<file path="src/core/mps_pkg.sv">
// Package of constants and types for the multiphase PWM sequencer.
package mps_pkg;

  // ----------------------------------------------------------------
  // Widths and counts
  // ----------------------------------------------------------------
  localparam int NUM_PH = 4;
  localparam int CW = 16;
  localparam int SW = 12;
  // Default switching period in clock cycles (125 MHz clock).
  localparam logic [CW-1:0] PERIOD_DEF = 16'h04E2;
  localparam logic [CW-1:0] PERIOD_MIN = 16'h000C;

  // ----------------------------------------------------------------
  // Phase-count encoding
  // ----------------------------------------------------------------
  localparam logic [2:0] CNT_ONE = 3'h1;
  localparam logic [2:0] CNT_TWO = 3'h2;
  localparam logic [2:0] CNT_THREE = 3'h3;
  localparam logic [2:0] CNT_FOUR = 3'h4;

  typedef enum logic [2:0] {
    MPS_IDLE = 3'b001,
    MPS_STRAP = 3'b010,
    MPS_RUN = 3'b100
  } mps_state_t;

  typedef struct packed {
    logic [NUM_PH-1:0] drive;
    logic [NUM_PH-1:0] drive_oe;
    logic [NUM_PH-1:0] sample_win;
  } mps_pins_t;

endpackage : mps_pkg

</file>
<file path="src/core/mps_phase.sv">
// One phase channel: forced off time, sample window, held sample.
`timescale 1ns/100ps
`default_nettype none
module mps_phase (
  input wire logic clk_i,
  input wire logic rst_b_i,
  input wire logic active_i,
  input wire logic term_i,
  input wire logic cross_i,
  input wire logic [mps_pkg::CW-1:0] off_len_i,
  input wire logic [mps_pkg::CW-1:0] win_start_i,
  input wire logic [mps_pkg::SW-1:0] sense_i,
  output logic drive_o,
  output logic win_o,
  output logic [mps_pkg::SW-1:0] held_o
);
  import mps_pkg::*;

  logic [CW-1:0] off_cnt;
  logic [SW-1:0] acc;
  logic in_off;
  wire win_now = in_off && (off_cnt >= win_start_i) && !drive_o;
  wire off_done = in_off && (off_cnt == off_len_i - 16'h0001);

  always_ff @(posedge clk_i or negedge rst_b_i) begin
    if (!rst_b_i) begin
      drive_o <= 1'b0;
      in_off <= 1'b0;
      off_cnt <= '0;
      win_o <= 1'b0;
      acc <= '0;
      held_o <= '0;
    end else if (!active_i) begin
      drive_o <= 1'b0;
      in_off <= 1'b0;
      win_o <= 1'b0;
    end else if (term_i) begin
      drive_o <= 1'b0;
      in_off <= 1'b1;
      off_cnt <= '0;
      win_o <= 1'b0;
      held_o <= acc;
    end else begin
      if (in_off) begin
        off_cnt <= off_cnt + 16'h0001;
      end
      if (off_done) begin
        in_off <= 1'b0;
      end
      if (!in_off && cross_i) begin
        drive_o <= 1'b1;
      end
      win_o <= win_now;
      if (win_now) begin
        acc <= sense_i;
      end
    end
  end

  AST_OFF_LOW: assert property (@(posedge clk_i)
    disable iff (!rst_b_i) in_off |-> !drive_o)
    else $error("drive high in forced off time");
  AST_WIN_LOW: assert property (@(posedge clk_i)
    disable iff (!rst_b_i) win_o |-> !$past(drive_o))
    else $error("window open while high");
endmodule : mps_phase
`default_nettype wire

</file>
<file path="src/core/mps_sequencer.sv">
// Top of the multiphase PWM sequencer: straps, termination clock, phases.
`timescale 1ns/100ps
`default_nettype none
module mps_sequencer (
  input wire logic clk_i,
  input wire logic rst_b_i,
  input wire logic enable_i,
  input wire logic [mps_pkg::CW-1:0] freq_set_pin_i,
  input wire logic phase3_drive_strap_i,
  input wire logic phase4_drive_strap_i,
  input wire logic [mps_pkg::NUM_PH-1:0] cross_i,
  input wire logic [mps_pkg::NUM_PH*mps_pkg::SW-1:0] current_sense_input_i,
  output mps_pkg::mps_pins_t pins_o,
  output logic [mps_pkg::NUM_PH*mps_pkg::SW-1:0] held_o,
  output logic [2:0] phase_count_o,
  output logic running_o
);
  import mps_pkg::*;

  // ----------------------------------------------------------------
  // Input synchronisers
  // ----------------------------------------------------------------
  logic [2:0] sync1;
  logic [2:0] sync2;
  logic [NUM_PH-1:0] cross1;
  logic [NUM_PH-1:0] cross2;
  // The period word is static while switching; its two stages only keep a
  // pin that is still settling from reaching the latch in mid-change.
  logic [CW-1:0] freq1;
  logic [CW-1:0] freq2;
  always_ff @(posedge clk_i or negedge rst_b_i) begin
    if (!rst_b_i) begin
      sync1 <= '0;
      sync2 <= '0;
      cross1 <= '0;
      cross2 <= '0;
      freq1 <= PERIOD_DEF;
      freq2 <= PERIOD_DEF;
    end else begin
      sync1 <= {enable_i, phase4_drive_strap_i, phase3_drive_strap_i};
      sync2 <= sync1;
      cross1 <= cross_i;
      cross2 <= cross1;
      freq1 <= freq_set_pin_i;
      freq2 <= freq1;
    end
  end
  wire en_s = sync2[2];
  wire s3 = sync2[0];
  wire s4 = sync2[1];

  function automatic logic [2:0] strap_count(input logic p3, input logic p4);
    logic [2:0] c;
    c = CNT_FOUR;
    if (p3 && p4) c = CNT_ONE;
    else if (p3) c = CNT_TWO;
    else if (p4) c = CNT_THREE;
    return c;
  endfunction : strap_count

  // ----------------------------------------------------------------
  // Control
  // ----------------------------------------------------------------
  mps_state_t state;
  mps_state_t next_state;
  logic [2:0] count;
  logic [CW-1:0] period;
  logic [2:0] slot;
  logic [CW-1:0] slot_len;
  logic [CW-1:0] slot_cnt;

  // The strap pins are the phase 3/4 drives, so they are read only while
  // those drivers are disabled, before switching begins.
  always_comb begin
    next_state = state;
    case (state)
      MPS_IDLE: if (en_s) next_state = MPS_STRAP;
      MPS_STRAP: next_state = MPS_RUN;
      MPS_RUN: if (!en_s) next_state = MPS_IDLE;
      default: next_state = MPS_IDLE;
    endcase
  end

  wire [CW-1:0] div_len = (count == CNT_ONE) ? period :
                          (count == CNT_TWO) ? {1'b0, period[CW-1:1]} :
                          (count == CNT_THREE) ? period / 16'h0003 :
                          {2'b00, period[CW-1:2]};
  wire run = (state == MPS_RUN);
  wire slot_end = run && (slot_cnt == slot_len - 16'h0001);
  wire [2:0] last_slot = count - 3'h1;
  wire [CW-1:0] per_lat = (freq2 < PERIOD_MIN) ? PERIOD_MIN : freq2;
  wire [CW-1:0] third = period / 16'h0003;
  wire [CW-1:0] sixth = period / 16'h0006;
  wire start_cyc = (state == MPS_STRAP);

  always_ff @(posedge clk_i or negedge rst_b_i) begin
    if (!rst_b_i) begin
      state <= MPS_IDLE;
      count <= CNT_FOUR;
      period <= PERIOD_DEF;
      slot <= '0;
      slot_cnt <= '0;
      slot_len <= PERIOD_DEF;
    end else begin
      state <= next_state;
      if (state == MPS_IDLE && en_s) begin
        count <= strap_count(s3, s4);
        period <= per_lat;
      end
      if (start_cyc) begin
        slot <= '0;
        slot_cnt <= '0;
        slot_len <= div_len;
      end else if (slot_end) begin
        slot_cnt <= '0;
        slot <= (slot == last_slot) ? 3'h0 : slot + 3'h1;
      end else if (run) begin
        slot_cnt <= slot_cnt + 16'h0001;
      end
    end
  end

  // Phase 1 terminates at cycle start, each later phase at the end of the slot before its own.
  logic [NUM_PH-1:0] term;
  logic [NUM_PH-1:0] act;
  logic [NUM_PH-1:0] drv;
  logic [NUM_PH-1:0] win;
  genvar g;
  generate
    for (g = 0; g < NUM_PH; g++) begin : g_ph
      assign act[g] = run && (3'(g) < count);
      assign term[g] = (g == 0) ?
        (start_cyc || (slot_end && slot == last_slot)) :
        (slot_end && slot == 3'(g - 1) && 3'(g) < count);
      mps_phase u_ph (
        .clk_i(clk_i),
        .rst_b_i(rst_b_i),
        .active_i(act[g] || (start_cyc && 3'(g) < count)),
        .term_i(term[g]),
        .cross_i(cross2[g]),
        .off_len_i(third),
        .win_start_i(sixth),
        .sense_i(current_sense_input_i[g*SW +: SW]),
        .drive_o(drv[g]),
        .win_o(win[g]),
        .held_o(held_o[g*SW +: SW])
      );
    end
  endgenerate

  always_ff @(posedge clk_i or negedge rst_b_i) begin
    if (!rst_b_i) begin
      pins_o <= '0;
      phase_count_o <= CNT_FOUR;
      running_o <= 1'b0;
    end else begin
      pins_o.drive <= drv;
      pins_o.drive_oe <= act;
      pins_o.sample_win <= win;
      phase_count_o <= count;
      running_o <= run;
    end
  end

  // ----------------------------------------------------------------
  // Assertions
  // ----------------------------------------------------------------
  AST_COUNT_FROZEN: assert property (@(posedge clk_i)
    disable iff (!rst_b_i) run && $past(run) |-> $stable(count))
    else $error("count changed");
  AST_PH1_LOW: assert property (@(posedge clk_i)
    disable iff (!rst_b_i) term[0] && run |=> !drv[0])
    else $error("phase 1 not low");
  AST_ONE_TERM: assert property (@(posedge clk_i)
    disable iff (!rst_b_i) $onehot0(term))
    else $error("two terminations at once");
  AST_INACTIVE: assert property (@(posedge clk_i)
    disable iff (!rst_b_i) run && !act[3] |-> !drv[3])
    else $error("inactive phase drives");
  // The straps that set the count were sampled two edges before run rose,
  // at the edge that left the idle state.
  AST_STRAP2: assert property (@(posedge clk_i)
    disable iff (!rst_b_i)
    $rose(run) && $past(s3, 2) && !$past(s4, 2) |-> count == CNT_TWO)
    else $error("two phase strap wrong");
  AST_STRAP3: assert property (@(posedge clk_i)
    disable iff (!rst_b_i)
    $rose(run) && !$past(s3, 2) && $past(s4, 2) |-> count == CNT_THREE)
    else $error("three phase strap wrong");
  AST_STRAP1: assert property (@(posedge clk_i)
    disable iff (!rst_b_i)
    $rose(run) && $past(s3, 2) && $past(s4, 2) |-> count == CNT_ONE)
    else $error("one phase strap wrong");
  AST_STRAP4: assert property (@(posedge clk_i)
    disable iff (!rst_b_i)
    $rose(run) && !$past(s3, 2) && !$past(s4, 2) |-> count == CNT_FOUR)
    else $error("default strap wrong");
  AST_HIGH_HOLD: assert property (@(posedge clk_i)
    disable iff (!rst_b_i) drv[1] && !term[1] && act[1] |=> drv[1])
    else $error("fell early");
  AST_SLOT_LEN: assert property (@(posedge clk_i)
    disable iff (!rst_b_i) run |-> slot_cnt < slot_len)
    else $error("slot counter past slot length");
  AST_SLOT_WRAP: assert property (@(posedge clk_i)
    disable iff (!rst_b_i) run |-> slot <= last_slot)
    else $error("slot index past last active phase");
  AST_OE_IDLE: assert property (@(posedge clk_i)
    disable iff (!rst_b_i) !running_o |-> pins_o.drive_oe == 4'h0)
    else $error("drive enabled while stopped");
endmodule : mps_sequencer
`default_nettype wire

</file>
<file path="config.mk">
export PLATFORM = sky130hd
export DESIGN_NAME = mps_sequencer
export DESIGN_NICKNAME = d
export VERILOG_FILES = /design/src/core/mps_pkg.sv /design/src/core/mps_phase.sv /design/src/core/mps_sequencer.sv
export SDC_FILE = /design/constraint.sdc
export NUM_CORES = 1
export LEC_CHECK = 0
export BUFFER_PORTS_ARGS = -buffer_cell sky130_fd_sc_hd__clkbuf_2
export CAP_MARGIN = 5
export CORE_MARGIN = 5
export CORE_UTILIZATION = 55
export DETAILED_ROUTE_END_ITERATION = 8
export PLACE_DENSITY = 0.84
export SLEW_MARGIN = 10
export SYNTH_ARGS = -nofsm -noshare
export SYNTH_HDL_FRONTEND = slang
export SYNTH_SLANG_ARGS = --single-unit
</file>
<file path="constraint.sdc">
create_clock -name clk_i -period 7 [get_ports clk_i]
set_input_delay 2.1 -clock clk_i [delete_from_list [all_inputs] [get_ports clk_i]]
set_output_delay 2.1 -clock clk_i [all_outputs]
set_load 0.05 [all_outputs]
</file>
==> out/metrics.csv <==
stage;metric;value;unit
outcome;run status;completed;
critical_path;critical path required time;7.44;ns
die;Die Width;184.9;µm
critical_path;CP max stage delay;0.43;ns
timing;crit share post-route;97.98;%
timing;Layout Skew;0.02491;ns
cts;H-tree depth;1;
placement;hpwl dp;32.23;mm
cts;TritonCTS clock tree;yes;
layout;share of layout cells above drive strength 1;26.20;%
pwr;Power Dens Cells;553.7;mW/mm²
logic_synthesis;Post-synth top cells;dfrtp_1, nand2_1, nor2_1;
pwr;Worst VDD drop;388.9;µV
layout;multi-input logic area;0.009299;mm²
critical_path;arrival time worst endpoint;7.30;ns
global_routing;vias in the first global route;14102;
logic_synthesis;ys async rst share;100.0;%
layout;final std cells w/o fill;2308;
critical_path;crit-path max FO;7;
critical_path;critical path class;flip-flop to flip-flop;
die;Core Area;0.03043;mm²
pwr;total power;11.03;mW
critical_path;most frequent CP cell;a21o_1;
layout;diode count;0;
placement;Placement Setup Slack;-0.2950;ns
logic_synthesis;Mapped Avg Cell Area;9.816;µm²
die;# IOs;137;
global_routing;All-Layer GR Usage;26.16;%
detailed_routing;total number of vias;14161;
logic_synthesis;Syn Nets;1862;
global_routing;Overflow after GRT;0;
cts;clk_lat worst skew;0.57;ns
detailed_routing;routed len/inst;19.92;µm
timing;Slew HR;22.50;%
cts;Hold Buf Count CTS;0;
logic_synthesis;cell with the most instances after synthesis;dfrtp_1;
cts;CTS max path bufs;3;
die;Die Y;184.9;µm
layout;register area;0.007316;mm²
cts;Clock transition at path regs;0.07;ns
timing;post-layout min period;6.859;ns
die;Die ar.;0.03420;mm²
min_path;Worst Hold Class;flip-flop to flip-flop;
layout;Filler Cell Count;2371;
timing;final setup margin;0.1411;ns
die;Initial Util;55.32;%
run;MaxCap Viol Count;0;
logic_synthesis;leading area contributor after synthesis;dfrtp_1;
placement;Placed Cells;2238;
detailed_routing;ANT nets after route;0;
logic_synthesis;share of the synthesized area in the top cell type;39.84;%
timing;Final Hold Violating Endpoints;0;
logic_synthesis;post-synthesis sequential area ratio;43.43;%
detailed_routing;routed wire length;45.99;mm
detailed_routing;vias per cell;6.136;
global_routing;largest net degree at the start of global routing;120;
timing;Final Hold Slack;0.3361;ns
global_routing;antenna violations before repair;0;
critical_path;CP startpoint kind;flip-flop;
layout;P&R area growth vs syn;18.28;%
critical_path;Worst setup EP type;flip-flop;
logic_synthesis;Post-synth EDFFs;0;
logic_synthesis;Seq cells post-synth;291;
layout;Layout Utilization;65.44;%
logic_synthesis;number of distinct library cells after synthesis;97;
logic_synthesis;Most used DFF post-synth;dfrtp_1;
logic_synthesis;synthesized cell area;0.01683;mm²
pwr;leakage;9.597;nW
detailed_routing;Initial DRC Count;1309;
critical_path;slowest cell on the critical path;dfrtp_2;
die;FP Rows;64;
layout;layout net count;2037;
timing;fmax;0.1458;GHz
logic_synthesis;ranking of synthesized cells by area;dfrtp_1, mux2_2, ha_1;
timing;Final Setup Violations;0;
logic_synthesis;Yosys warnings;0;
detailed_routing;number of remaining DRC errors;0;
logic_synthesis;Post-Syn Instances;1715;
placement;GP Congestion;0.9724;
cts;CTS root buffer;clkbuf_16;
cts;TritonCTS buffer count;31;
placement;# port buffers;136;
global_routing;first-pass GRT wire length;72.97;mm
detailed_routing;TritonRoute pass-1 iters;8;
cts;number of clock sinks;291;
timing;worst-margin pin slew;1.162;ns
timing;Final Max Tran Viols;0;
==> flip-flops by register name (all words and copies together) (netlist names), 4 cells and up <==
signal,flops
freq1,16
pins_o,12
slot_len,16
slot_cnt,16
g_ph.u_ph.drive_o,4
freq2,16
g_ph.u_ph.in_off,4
period,16
cross1,4
g_ph.u_ph.off_cnt,64
g_ph.u_ph.acc,48
g_ph.u_ph.win_o,4
cross2,4
g_ph.u_ph.held_o,48
==> critical path, delay by kind of cell (launching register included) <==
family	cells	cell delay, ns
DFF	1	0.43
muxes	1	0.29
adders and majority gates	1	0.20
and+or+nand+nor	7	1.28
buffers and inverters	6	0.95
AOI/OAI and AO/OA	19	3.59
==> cells by family after synthesis <==
logic type,synth area share (%)
mux,7.247
buf+inv,3.397
xor+xnor,8.146
compound gates,15.83
simple gates,16.45
fa+ha+maj,5.500
flops,43.43
==> final cells by class <==
type / instances / share of cell area (%)
clock buffer: 41 / 4.336
clock inverter: 14 / 0.9614
inverter: 48 / 0.9174
multi-input combinational: 1283 / 46.70
sequential: 291 / 36.74
tap: 396 / 2.488
timing repair buffer: 235 / 7.855
==> through the flow <==
| step | TNS, ns | area, µm² |
|---|---|---|
| after floorplan | 0 | 16840 |
| after global placement | -3.052 | 18370 |
| after detailed placement | -7.214 | 18370 |
| after CTS | 0 | 19500 |
| after global routing | -2.112 | 19910 |
| final | 0 | 19910 |
==> worst paths after layout <==
path                       startpoint                endpoint  slack [ns]  cells past startpoint
setup / recovery           period[12]     g_ph[3].u_ph.acc[3]        0.14                     34
hold / removal              freq1[15]               freq2[15]        0.34                      0
setup reg to reg           period[12]     g_ph[3].u_ph.acc[3]        0.14                     34
hold reg to reg             freq1[15]               freq2[15]        0.34                      0
max in group asynchronous     rst_b_i  g_ph[3].u_ph.held_o[0]        4.23                      2
min in group asynchronous     rst_b_i               pins_o[7]        1.55                      1
==> repair_timing <==
item,CTS,global route
gates resized for setup,14,57
pin swaps,1,50
gates cloned,0,3
endpoints found under the setup margin,37,47
setup buffers,3,10
==> where the power goes <==
part / internal, mW / total (mW) / switching (mW) / leakage, nW
Combinational: 3.01 / 7.22 / 4.21 / 5.25
Sequential: 1.86 / 2.11 / 0.251 / 3.83
Clock: 1.01 / 1.70 / 0.682 / 0.518
Total: 5.88 / 11.0 / 5.15 / 9.60
==> cell usage in the layout, fill, tap and decap left out, types with 6 or more instances in the layout <==
| master | netlist | layout |
|---|---|---|
| or3_1 | 13 | 11 |
| nand3_1 | 56 | 55 |
| o21ai_0 | 102 | 98 |
| a21oi_1 | 73 | 72 |
| nor3b_1 | 6 | 6 |
| mux2_2 | 103 | 101 |
| nor3_1 | 37 | 35 |
| clkbuf_16 | 0 | 33 |
| mux2i_1 | 6 | 6 |
| o21ai_1 | 7 | 8 |
| a31oi_1 | 12 | 11 |
| a2111oi_0 | 13 | 8 |
| inv_1 | 42 | 41 |
| a211oi_1 | 16 | 15 |
| nand2b_1 | 15 | 13 |
| and3_1 | 35 | 35 |
| a211o_1 | 8 | 8 |
| nor2_1 | 149 | 148 |
| nor2b_1 | 13 | 13 |
| buf_6 | 1 | 6 |
| o211ai_1 | 16 | 16 |
| o31ai_1 | 7 | 7 |
| nand2_1 | 150 | 150 |
| xnor2_1 | 76 | 72 |
| ha_1 | 74 | 71 |
| nor4_1 | 11 | 8 |
| o22ai_1 | 6 | 6 |
| clkbuf_2 | 0 | 136 |
| and4_1 | 8 | 6 |
| buf_4 | 4 | 85 |
| a21o_1 | 51 | 51 |
| nand4_1 | 20 | 20 |
| dfstp_2 | 23 | 23 |
| dfrtp_1 | 268 | 264 |
| xor2_1 | 75 | 75 |
==> routing by layer <==
layer	global-route usage, %	vias to the layer above	part of all wire [%]
li1	-	6499	-
met1	34.00	6955	40
met5	0	-	0
met3	5.970	115	8.0
met4	8.280	0	3.0
met2	43.80	592	49
Note: power is estimated with default switching activity, not from simulation.
